===== src/rtl/call_unit_pkg.sv =====
/*
 * package for the subroutine call unit: opcode codes, field widths, cycle counts, state and carrier types.
 * assumes a 24-bit byte-addressed program space and 16-bit data stack words.
 */
package call_unit_pkg;
	localparam int unsigned PC_W          = 24;
	localparam int unsigned WORD_W        = 16;
	localparam int unsigned LOOP_W        = 8;
	localparam int unsigned COND_W        = 7;
	localparam int unsigned ACC_W         = 40;
	localparam int unsigned ACC_SEL_W     = 2;
	localparam int unsigned NUM_ACC       = 4;
	localparam int unsigned CNT_W         = 4;
	// opcode first bytes
	localparam logic [7:0]  OP_CALL_COND  = 8'h6d;
	localparam logic [7:0]  OP_CALL_ABS   = 8'h6c;
	localparam logic [7:0]  OP_CALL_ACC   = 8'h92;
	localparam logic [6:0]  OP_CALL_REL   = 7'h04;
	// instruction sizes in bytes, used for the return address
	localparam logic [PC_W-1:0] SIZE_COND = 24'h000005;
	localparam logic [PC_W-1:0] SIZE_ABS  = 24'h000004;
	localparam logic [PC_W-1:0] SIZE_REL  = 24'h000003;
	localparam logic [PC_W-1:0] SIZE_ACC  = 24'h000002;
	// total cycles per form
	localparam logic [CNT_W-1:0] CYC_COND = 4'h5;
	localparam logic [CNT_W-1:0] CYC_ABS  = 4'h5;
	localparam logic [CNT_W-1:0] CYC_REL  = 4'h6;
	localparam logic [CNT_W-1:0] CYC_ACC  = 4'ha;
	localparam logic [CNT_W-1:0] CNT_ONE  = 4'h1;
	localparam logic [WORD_W-1:0] STACK_STEP = 16'h0001;
	// condition groups: [6:4] kind, [3:2] operand, [1:0] relation
	localparam logic [2:0]  CK_ACC_ZERO   = 3'h0;
	localparam logic [2:0]  CK_ACC_OVF    = 3'h1;
	localparam logic [2:0]  CK_TEST       = 3'h2;
	localparam logic [2:0]  CK_CARRY      = 3'h3;
	localparam logic [1:0]  REL_EQ        = 2'h0;
	localparam logic [1:0]  REL_NE        = 2'h1;
	localparam logic [1:0]  REL_LT        = 2'h2;
	localparam logic [1:0]  REL_GE        = 2'h3;
	localparam int unsigned ACC32_MSB     = 31;

	typedef enum logic [4:0] {
		ST_IDLE    = 5'b00001,
		ST_ADDRESS = 5'b00010,
		ST_READ    = 5'b00100,
		ST_PUSH    = 5'b01000,
		ST_DRAIN   = 5'b10000
	} call_state_e;

	typedef enum logic [1:0] {
		FORM_COND = 2'h0,
		FORM_ABS  = 2'h1,
		FORM_REL  = 2'h2,
		FORM_ACC  = 2'h3
	} call_form_e;

	typedef struct packed {
		logic            valid;
		logic [7:0]      byte0;
		logic [7:0]      byte1;
		logic [PC_W-1:0] tail;
		logic            repeat_active;
	} instr_s;

	typedef struct packed {
		logic [NUM_ACC-1:0][ACC_W-1:0] accumulator;
		logic [NUM_ACC-1:0]            accumulator_overflow_flag;
		logic [1:0]                    test_condition_flag;
		logic                          carry;
		logic                          legacy_compat_mode;
		logic                          wide_accumulator_mode;
		logic                          fast_return;
		logic [LOOP_W-1:0]             loop_context;
	} cpu_ctx_s;

	typedef struct packed {
		logic              we;
		logic [WORD_W-1:0] data_addr;
		logic [WORD_W-1:0] data_word;
		logic [WORD_W-1:0] sys_addr;
		logic [WORD_W-1:0] sys_word;
	} stack_wr_s;

	typedef struct packed {
		call_state_e                 state;
		call_form_e                  form;
		logic [CNT_W-1:0]            cnt;
		logic [PC_W-1:0]             target;
		logic [PC_W-1:0]             ret_addr;
		logic [COND_W-1:0]           cond;
		logic                        taken;
		logic [NUM_ACC-1:0][ACC_W-1:0] acc_seen;
		logic [NUM_ACC-1:0]          ovf_seen;
		logic [1:0]                  tc_seen;
		logic                        carry_seen;
		logic [WORD_W-1:0]           data_stack_pointer;
		logic [WORD_W-1:0]           system_stack_pointer;
		logic [PC_W-1:0]             program_counter;
		logic [PC_W-1:0]             return_address_reg;
		logic [LOOP_W-1:0]           control_flow_context_reg;
		stack_wr_s                   stack_wr;
		logic                        pc_load;
		logic                        ctx_clear;
		logic                        busy;
		logic                        done;
		logic                        illegal_repeat;
		logic [NUM_ACC-1:0]          ovf_clear;
	} call_regs_s;
endpackage


===== src/rtl/subroutine_call_unit.sv =====
/*
 * subroutine call unit: decodes and sequences the conditional absolute call and the
 * accumulator, relative and absolute unconditional calls.
 * assumes instructions arrive whole from the fetch/decode front end on clk_i, status from the
 * same clock domain, and a stack memory that accepts one word on each of two stacks per write.
 */
`timescale 1ns/100ps
module subroutine_call_unit (
	input  wire logic                                clk_i,
	input  wire logic                                srst_i,
	input  wire call_unit_pkg::instr_s               instr_i,
	input  wire call_unit_pkg::cpu_ctx_s             ctx_i,
	input  wire logic                                pair_we_i,
	input  wire logic [2*call_unit_pkg::PC_W-17:0]   pair_wdata_i,
	input  wire logic [call_unit_pkg::WORD_W-1:0]    sp_init_i,
	input  wire logic [call_unit_pkg::WORD_W-1:0]    ssp_init_i,
	input  wire logic                                sp_load_i,
	output logic [2*call_unit_pkg::PC_W-17:0]        pair_rdata_o,
	output call_unit_pkg::stack_wr_s                 stack_wr_o,
	output logic [call_unit_pkg::WORD_W-1:0]         data_stack_pointer_o,
	output logic [call_unit_pkg::WORD_W-1:0]         system_stack_pointer_o,
	output logic [call_unit_pkg::PC_W-1:0]           program_counter_o,
	output logic                                     pc_load_o,
	output logic                                     ctx_clear_o,
	output logic [call_unit_pkg::NUM_ACC-1:0]        ovf_clear_o,
	output logic                                     busy_o,
	output logic                                     done_o,
	output logic                                     illegal_repeat_o
);
	import call_unit_pkg::*;

	call_regs_s r_r;
	call_regs_s r_nxt;

	// compare a value against zero with the given relation
	function automatic logic rel_zero(input logic [ACC_W-1:0] v, input logic wide, input logic [1:0] rel);
		logic z;
		logic neg;
		z   = wide ? (v == '0) : (v[ACC32_MSB:0] == '0);
		neg = wide ? v[ACC_W-1] : v[ACC32_MSB];
		case (rel)
			REL_EQ:  rel_zero = z;
			REL_NE:  rel_zero = !z;
			REL_LT:  rel_zero = neg;
			default: rel_zero = !neg;
		endcase
	endfunction

	// one condition: kind, operand index, relation
	function automatic logic eval_cond(input logic [COND_W-1:0] c, input call_regs_s s, input logic legacy,
			input logic wide);
		logic [1:0] idx;
		idx = c[3:2];
		case (c[6:4])
			CK_ACC_ZERO: eval_cond = rel_zero(s.acc_seen[idx], wide | legacy, c[1:0]);
			CK_ACC_OVF:  eval_cond = c[0] ? !s.ovf_seen[idx] : s.ovf_seen[idx];
			CK_TEST:     eval_cond = c[0] ? !s.tc_seen[idx[0]] : s.tc_seen[idx[0]];
			CK_CARRY:    eval_cond = c[0] ? !s.carry_seen : s.carry_seen;
			default:     eval_cond = 1'b0;
		endcase
	endfunction

	always_comb begin
		logic [PC_W-1:0] off_ext;
		off_ext = {{(PC_W-WORD_W){instr_i.tail[WORD_W-1]}}, instr_i.tail[WORD_W-1:0]};
		r_nxt = r_r;
		r_nxt.stack_wr.we     = 1'b0;
		r_nxt.pc_load         = 1'b0;
		r_nxt.ctx_clear       = 1'b0;
		r_nxt.done            = 1'b0;
		r_nxt.illegal_repeat  = 1'b0;
		r_nxt.ovf_clear       = '0;
		// status is sampled one cycle behind the live flags
		r_nxt.acc_seen   = ctx_i.accumulator;
		r_nxt.ovf_seen   = ctx_i.accumulator_overflow_flag;
		r_nxt.tc_seen    = ctx_i.test_condition_flag;
		r_nxt.carry_seen = ctx_i.carry;
		if (sp_load_i) begin
			r_nxt.data_stack_pointer   = sp_init_i;
			r_nxt.system_stack_pointer = ssp_init_i;
		end
		if (pair_we_i) begin
			{r_nxt.control_flow_context_reg, r_nxt.return_address_reg} = pair_wdata_i;
		end
		if (r_r.busy) begin
			r_nxt.cnt = r_r.cnt - CNT_ONE;
		end
		case (r_r.state)
			ST_IDLE: begin
				r_nxt.busy = 1'b0;
				if (instr_i.valid) begin
					r_nxt.taken = 1'b1;
					r_nxt.busy  = 1'b1;
					if (instr_i.byte0 == OP_CALL_COND) begin
						r_nxt.form     = FORM_COND;
						r_nxt.cond     = instr_i.byte1[COND_W-1:0];
						r_nxt.target   = instr_i.tail;
						r_nxt.ret_addr = r_r.program_counter + SIZE_COND;
						r_nxt.cnt      = CYC_COND - CNT_ONE;
						r_nxt.state    = ST_ADDRESS;
					end else if (instr_i.byte0 == OP_CALL_ABS) begin
						r_nxt.form     = FORM_ABS;
						r_nxt.target   = instr_i.tail;
						r_nxt.ret_addr = r_r.program_counter + SIZE_ABS;
						r_nxt.cnt      = CYC_ABS - CNT_ONE;
						r_nxt.state    = ST_ADDRESS;
					end else if (instr_i.byte0[7:1] == OP_CALL_REL) begin
						r_nxt.form     = FORM_REL;
						r_nxt.target   = r_r.program_counter + off_ext;
						r_nxt.ret_addr = r_r.program_counter + SIZE_REL;
						r_nxt.cnt      = CYC_REL - CNT_ONE;
						r_nxt.state    = ST_ADDRESS;
					end else if (instr_i.byte0 == OP_CALL_ACC) begin
						r_nxt.form     = FORM_ACC;
						r_nxt.target   = ctx_i.accumulator[instr_i.byte1[ACC_SEL_W-1:0]][PC_W-1:0];
						r_nxt.ret_addr = r_r.program_counter + SIZE_ACC;
						r_nxt.cnt      = CYC_ACC - CNT_ONE;
						r_nxt.state    = ST_ADDRESS;
					end else begin
						r_nxt.busy = 1'b0;
					end
					// repeated calls are dropped before any side effect
					if (instr_i.repeat_active && r_nxt.busy) begin
						r_nxt.busy           = 1'b0;
						r_nxt.state          = ST_IDLE;
						r_nxt.illegal_repeat = 1'b1;
					end
				end
			end
			ST_ADDRESS: begin
				if (r_r.form != FORM_COND) begin
					r_nxt.data_stack_pointer   = r_r.data_stack_pointer - STACK_STEP;
					r_nxt.system_stack_pointer = r_r.system_stack_pointer - STACK_STEP;
					r_nxt.state                = ST_PUSH;
				end else begin
					r_nxt.state = ST_READ;
				end
			end
			ST_READ: begin
				r_nxt.taken = eval_cond(r_r.cond, r_r, ctx_i.legacy_compat_mode,
					ctx_i.wide_accumulator_mode);
				if (eval_cond(r_r.cond, r_r, ctx_i.legacy_compat_mode, ctx_i.wide_accumulator_mode)) begin
					r_nxt.data_stack_pointer   = r_r.data_stack_pointer - STACK_STEP;
					r_nxt.system_stack_pointer = r_r.system_stack_pointer - STACK_STEP;
				end
				// only the overflow flag this call tested is consumed, others are left alone
				if (r_r.cond[6:4] == CK_ACC_OVF) begin
					r_nxt.ovf_clear[r_r.cond[3:2]] = r_r.ovf_seen[r_r.cond[3:2]];
				end
				r_nxt.state     = ST_PUSH;
			end
			ST_PUSH: begin
				if (r_r.taken) begin
					if (ctx_i.fast_return) begin
						r_nxt.return_address_reg       = r_r.ret_addr;
						r_nxt.control_flow_context_reg = ctx_i.loop_context;
					end else begin
						r_nxt.stack_wr.we        = 1'b1;
						r_nxt.stack_wr.data_addr = r_r.data_stack_pointer;
						r_nxt.stack_wr.data_word = r_r.ret_addr[WORD_W-1:0];
						r_nxt.stack_wr.sys_addr  = r_r.system_stack_pointer;
						r_nxt.stack_wr.sys_word  = {ctx_i.loop_context, r_r.ret_addr[PC_W-1:WORD_W]};
					end
					r_nxt.program_counter = r_r.target;
					r_nxt.pc_load         = 1'b1;
					r_nxt.ctx_clear       = 1'b1;
				end else begin
					r_nxt.program_counter = r_r.ret_addr;
					r_nxt.pc_load         = 1'b1;
				end
				r_nxt.state = ST_DRAIN;
			end
			ST_DRAIN: begin
				// pad out to the documented cycle count of the form
				if (r_r.cnt <= CNT_ONE) begin
					r_nxt.busy  = 1'b0;
					r_nxt.done  = 1'b1;
					r_nxt.state = ST_IDLE;
				end
			end
			default: begin
				r_nxt.state = ST_IDLE;
				r_nxt.busy  = 1'b0;
			end
		endcase
	end

	always_ff @(posedge clk_i) begin
		if (srst_i) begin
			r_r <= '{state: ST_IDLE, form: FORM_COND, default: '0};
		end else begin
			r_r <= r_nxt;
		end
	end

	assign pair_rdata_o           = {r_r.control_flow_context_reg, r_r.return_address_reg};
	assign stack_wr_o             = r_r.stack_wr;
	assign data_stack_pointer_o   = r_r.data_stack_pointer;
	assign system_stack_pointer_o = r_r.system_stack_pointer;
	assign program_counter_o      = r_r.program_counter;
	assign pc_load_o              = r_r.pc_load;
	assign ctx_clear_o            = r_r.ctx_clear;
	assign ovf_clear_o            = r_r.ovf_clear;
	assign busy_o                 = r_r.busy;
	assign done_o                 = r_r.done;
	assign illegal_repeat_o       = r_r.illegal_repeat;
endmodule


===== config.mk =====
export PLATFORM = sky130hd
export DESIGN_NAME = subroutine_call_unit
export DESIGN_NICKNAME = d
export VERILOG_FILES = /design/src/rtl/call_unit_pkg.sv /design/src/rtl/subroutine_call_unit.sv
export SDC_FILE = /design/constraint.sdc
export NUM_CORES = 1
export LEC_CHECK = 0
export BUFFER_PORTS_ARGS = -buffer_cell sky130_fd_sc_hd__buf_4
export CORE_AREA = 2 2 259 261
export CTS_CLUSTER_DIAMETER = 200
export DETAILED_ROUTE_END_ITERATION = 12
export DIE_AREA = 0 0 261 263
export PLACE_DENSITY = 0.49
export SKIP_LAST_GASP = 1
export SYNTH_ARGS = -nofsm -noshare
export SYNTH_HDL_FRONTEND = slang
export SYNTH_SLANG_ARGS = --single-unit

===== constraint.sdc =====
create_clock -name clk_i -period 5.66 [get_ports clk_i]
set_clock_uncertainty 0.15 [all_clocks]
set_input_delay 1.132 -clock clk_i [delete_from_list [all_inputs] [get_ports clk_i]]
set_output_delay 1.132 -clock clk_i [all_outputs]
set_load 0.02 [all_outputs]

# Yosys cells after proc, flatten, opt, wreduce, memory -nomap -nowiden

Cells that the tools add are included.

Output and inout port bits: 162
Bits in registers: 396

$lt $le $gt $ge: 5
Reductions and logical operators: 26
Multiplexer cells: 53
Add/sub/neg operators: 8
Bitwise operators: 11
Equality and inequality tests: 17

Operators by type and width:

| operator                                            | count |
|---|---|
| 2-to-1 mux 59 bit                                   | 5 |
| binary-select mux 40 bit (select 2 bit)             | 2 |
| 2-to-1 mux 32 bit                                   | 5 |
| 2-to-1 mux 99 bit                                   | 1 |
| 2-to-1 mux 97 bit                                   | 1 |
| 2-to-1 mux 67 bit                                   | 1 |
| 2-to-1 mux 65 bit                                   | 1 |
| one-hot mux 32 bit (2 select lines)                 | 1 |
| adder 24 x 2 -> 24 bit (second input constant)      | 2 |
| adder 24 x 3 -> 24 bit (second input constant)      | 2 |
| 2-to-1 mux 24 bit                                   | 2 |
| zero test 40 bit                                    | 1 |
| 2-to-1 mux 40 bit                                   | 1 |
| zero test 32 bit                                    | 1 |
| subtractor 16 x 1 -> 16 bit (second input constant) | 2 |
| one-hot mux 5 bit (5 select lines)                  | 1 |
| adder 24 bit                                        | 1 |
| 2-to-1 mux 1 bit                                    | 20 |
| == test 8 x 7 -> 1 bit (second input constant)      | 2 |
| AND reduction 3 bit                                 | 4 |
| OR reduction 3 bit                                  | 4 |
| 2-to-1 mux 5 bit                                    | 2 |
| inverter 1 bit                                      | 9 |
| == test 8 bit (second input constant)               | 1 |
| other kinds (35)                                    | 48 |

# Longest topological paths before layout

Depth after elaboration: 11
Gate-level depth with buffers: 14

# Worst setup path before layout

No wires, ideal clock.

Path kind: input to register
Start point: input port instr_i[1] (netlist name)
End point: register r_r[377] (netlist name)
Stages on the path: 13
Slack: 1.990 ns
Data arrival time: 3.383 ns
Required time: 5.373 ns
Cell sequence: ha_1 -> inv_1 -> fa_1 -> nor2b_1 -> o21a_1 -> or2_2 -> a21oi_1 -> o21ai_0 -> a311o_1 -> a31oi_1 -> xnor2_1 -> a222oi_1 -> a211oi_1

Word-level cells in the longest chain between the ends: 4

RTL lines:

| element                | line                        | RTL |
|---|---|---|
| start: declaration     | subroutine_call_unit.sv:11  | `input wire call_unit_pkg::instr_s instr_i,` |
| adder 24 bit           | subroutine_call_unit.sv:109 | `r_nxt.target = r_r.program_counter + off_ext;` |
| 2-to-1 mux 59 bit      | subroutine_call_unit.sv:107 | `end else if (instr_i.byte0[7:1] == OP_CALL_REL) begin` |
| 2-to-1 mux 59 bit      | subroutine_call_unit.sv:101 | `end else if (instr_i.byte0 == OP_CALL_ABS) begin` |
| 2-to-1 mux 59 bit      | subroutine_call_unit.sv:94  | `if (instr_i.byte0 == OP_CALL_COND) begin` |
| end signal: assignment | subroutine_call_unit.sv:192 | `r_r <= r_nxt;` |
| end: declaration       | subroutine_call_unit.sv:32  | `call_regs_s r_r;` |

Every way passes these cells.
A chain may end at the register's enable or synchronous reset.

# Worst setup path after layout

Start point: register r_r[333] (netlist name)
End point: register r_r (netlist bit data_stack_pointer_o[2])

Word-level cells in the longest chain between the ends: 10
Elaborated cells between the ends (all ways): 17
Classes of those cells: mux (12); reduce/logical (5)

RTL lines:

| element                                              | line                        | RTL |
|---|---|---|
| binary-select mux 40 bit (select 2 bit)              | subroutine_call_unit.sv:55  | `CK_ACC_ZERO: eval_cond = rel_zero(s.acc_seen[idx], wide \| legacy, c[1:0]);` |
| 2-to-1 mux 40 bit (implied by the code)              | subroutine_call_unit.sv:55  |  |
| zero test 40 bit or zero test 32 bit (tied branches) | subroutine_call_unit.sv:39  | `z = wide ? (v == '0) : (v[ACC32_MSB:0] == '0);` |
| 2-to-1 mux 1 bit                                     | subroutine_call_unit.sv:39  |  |
| zero test 1 bit                                      | subroutine_call_unit.sv:43  | `REL_NE: rel_zero = !z;` |
| one-hot mux 1 bit (3 select lines)                   | subroutine_call_unit.sv:41  | `case (rel)` |
| one-hot mux 1 bit (4 select lines) *                 | subroutine_call_unit.sv:54  | `case (c[6:4])` |
| 2-to-1 mux 1 bit *                                   | subroutine_call_unit.sv:88  | `case (r_r.state)` |
| 2-to-1 mux 32 bit *                                  | subroutine_call_unit.sv:142 | `if (eval_cond(r_r.cond, r_r, ctx_i.legacy_compat_mode, ctx_i.wide_accumulator_mode)) begin` |
| one-hot mux 32 bit (2 select lines) *                | subroutine_call_unit.sv:88  |  |

Every way passes the cells marked *; elsewhere a longest branch is shown, timed or not. The select of a mux whose other input is x is not followed.

==> impl_metrics.csv <==
group,metric,value,unit
outcome,status,"complete, no violations",
clock_network,path_clk_slew,0.06,ns
global_route,grt_use_total,19.0,%
global_route,grt_max_degree,133,
floorplan,fp.dieH,263,um
clock_network,cts_tree,"built",
power,share_comb_of_total_power,10.0,%
drt,drc,0,
sta,final_max_slew_viol_count,0,
worst_setup_path,worst_ep_arrival_time,4.73,ns
synthesis,seq_area_frac_synth,40.5,%
synthesis,synth.most_common_cell,"dfxtp_1",
floorplan,fp.dieArea,0.0686,mm2
synthesis,synthDistinctLibCells,71,
placement,io_buffers,448,
synthesis,synth.largest_area_cell,"dfxtp_1",
clock_network,hold_buffers,0,
placement,gp_congestion,0.841,
placement,dp_hpwl,49500,um
min_path,hold_class,"flop to flop",
placement,dp_cells,3277,
clock_network,cts-root-buf,"clkbuf_16",
finish,layout.cells.non_filler,3365,
synthesis,yosys-top-cells-count,"dfxtp_1 (396), nor2_1 (210), nand2_1 (208)",
clock_network,htree_levels,2,
worst_setup_path,start_kind,"flop",
sta,hold_violations,0,
power,clkPwrFrac,45.7,%
power,swShare,25.4,%
finish,drive_above_1_share,24.4,%
worst_setup_path,criticalPathCategory,"flop to flop",
drt,drt_pre_antenna_iters,6,
clock_network,clk_latency,0.61,ns
finish,syn2layout_area_growth,22.9,%
clock_network,cts.sinks,396,
run,max_cap_viol_count,0,
sta,tightest_slew,1.09,ns
synthesis,synth.ff_latch_count,396,
sta,fmax,225,MHz
synthesis,syn_area_per_cell,8.70,um2
clock_network,cts_setup_buffers,0,
power,vdd_drop_max,0.211,mV
power,p_per_area,276,mW/mm2
synthesis,synthCells,2249,
synthesis,synthesis.area,0.0196,mm2
drt,viasPerCell,5.03,
sta,period_share,78.6,%
power,power,6.64,mW
clock_network,clk_path_buf_depth,3,
worst_setup_path,end_kind,"flop",
drt,drt_wl_total,68000,um
power,seq_power_share,44.3,%
sta,post-route-min-period,4.45,ns
sta,rsz0062_at_grt,"false",
finish,final_net_count,2786,
global_route,overflow,0,
drt,antenna_left,0,
worst_setup_path,crit_required,5.94,ns
drt,wl_per_cell,20.2,um
power,power.internal,4.96,mW
floorplan,coreArea,0.0656,mm2
synthesis,synth_enable_flop_cells,0,
sta,relSlewSlack,27.3,%
sta,final.setup.tns,0,ns
synthesis,synthArstFlopShare,0,%
synthesis,ys_top_cells_by_area,"dfxtp_1 (40%), buf_4 (6.1%), nor2b_1 (5.5%), mux2i_1 (4.7%), a211oi_1 (4.1%)",
global_route,grt_pass1_wl,101000,um
clock_network,post_cts_resize_count,0,
global_route,grt_pass1_vias,16800,
worst_setup_path,cp_max_fo,24,
drt,vias,16900,
sta,finalSetupViolations,0,
floorplan,rows,94,
synthesis,yosysWarnings,0,
synthesis,synth_top_area_share,40.5,%
clock_network,cts_inserted_buffers,48,
floorplan,io_pins,450,
power,p_sw,1.68,mW
drt,drt_iter0_drc,1155,
global_route,antenna_found_initial,4,
synthesis,synth_nets,2572,
floorplan,start_util,29.8,%
floorplan,fp.dieW,261,um
sta,timing.hold.ws,0.301,ns
power,leakage,9.63,nW
synthesis,synth_ff_type,"dfxtp_1",
[area by class of cell]
type | count | area (um2)
timing repair buffer | 473 | 3570
tap | 864 | 1080
antenna | 1 | 2.50
sequential | 396 | 7930
clock buffer | 67 | 1360
fill | 6816 | 41600
inverter | 35 | 131
clock inverter | 20 | 188
multi-input combinational | 1509 | 9800
[cells by family (layout without fill, tap and decap cells)]
| family | after synthesis | after routing | share of synthesized area, % |
|---|---|---|---|
| and+or+nand+nor | 798 | 798 | 20.0 |
| AOI/OAI and AO/OA | 484 | 484 | 16.2 |
| DFF | 396 | 396 | 40.5 |
| buffers and inverters | 344 | 595 | 9.71 |
| muxes | 138 | 138 | 8.90 |
| xor gates and xnor gates | 54 | 54 | 2.42 |
| adders and majority gates | 35 | 35 | 2.28 |
| other | 0 | 1 | 0 |
[placed cells by master, fill, tap and decap left out, drive strengths merged, types with 10 or more instances in the layout]
cell / synthesis / routed
a211oi: 108 / 108
nor2: 211 / 211
xnor2: 35 / 35
nor2b: 173 / 173
a21oi: 161 / 161
a222oi: 19 / 19
o21ai: 66 / 66
nand2: 208 / 208
dfxtp: 396 / 396
ha: 34 / 34
a21o: 10 / 10
inv: 35 / 37
clkbuf: 129 / 67
clkinv: 0 / 11
xor2: 19 / 19
mux4: 27 / 27
and2: 11 / 11
nand3: 26 / 26
mux2i: 92 / 92
nand2b: 11 / 11
mux2: 19 / 19
nor4: 41 / 41
a31oi: 18 / 18
o22ai: 12 / 12
a221oi: 21 / 21
nor3: 47 / 47
and3: 13 / 13
nand4: 12 / 12
buf: 180 / 473
[metal layers]
| metal | part of all wire (%) | routed length [um] | GRT usage (%) | vias to the layer above |
|---|---|---|---|---|
| li1 | - | - | - | 8250 |
| met1 | 44 | 29800 | 24.6 | 7972 |
| met2 | 46 | 31600 | 31.2 | 590 |
| met3 | 6.7 | 4570 | 4.30 | 114 |
| met4 | 2.9 | 2010 | 6.25 | 6 |
| met5 | 0.050 | 34 | 0 | - |
[path summary, 6_finish.rpt]
path	end	from	slack, ns	depth (start not counted)
worst max-delay path	data_stack_pointer_o[2]	r_r[333]	1.21	11
worst min-delay path	ovf_clear_o[3]	r_r[168]	0.30	2
worst max register to register	data_stack_pointer_o[2]	r_r[333]	1.21	11
worst min register to register	ovf_clear_o[3]	r_r[168]	0.30	2
[critical path, cell delays in order (launching register included)]
cell and delay [ns]:
dfxtp_1 0.92, nor4b_1 0.42, nand4_1 0.30, nor3_1 0.25, o21ai_0 0.18, a21oi_2 0.21, mux2_1 0.38, nor2_4 0.35
buf_4 0.45, mux2_2 0.38, o221ai_1 0.17, a21oi_1 0.10
[power by group through the flow]
| stage | clock, mW | combinational [mW] | sequential, mW |
|---|---|---|---|
| global route | 3.25 | 0.723 | 2.95 |
| floorplan | 0 | 0.400 | 2.98 |
| global placement | 0 | 0.659 | 3.00 |
| CTS | 3.13 | 0.671 | 2.94 |
| detailed placement | 0 | 0.668 | 3.00 |
| finish | 3.04 | 0.664 | 2.94 |
[per-stage QoR]
stage                     util, %  setup WS (ns)  area, um2
after floorplan                 -           1.99      19600
after global placement       34.3           1.13      22500
after detailed placement     34.3           1.08      22500
after CTS                    36.7           1.06      24100
after global routing         36.7          0.847      24100
final                        36.7           1.21      24100
[state kept, by name, indices dropped and copies added, names as in the netlist]
signal / flops
done_o: 1
pc_load_o: 1
illegal_repeat_o: 1
ovf_clear_o: 4
program_counter_o: 24
data_stack_pointer_o: 16
r_r: 234
busy_o: 1
system_stack_pointer_o: 16
pair_rdata_o: 32
stack_wr_o: 65
ctx_clear_o: 1
No activity file was read; power rests on OpenSTA's default activity.
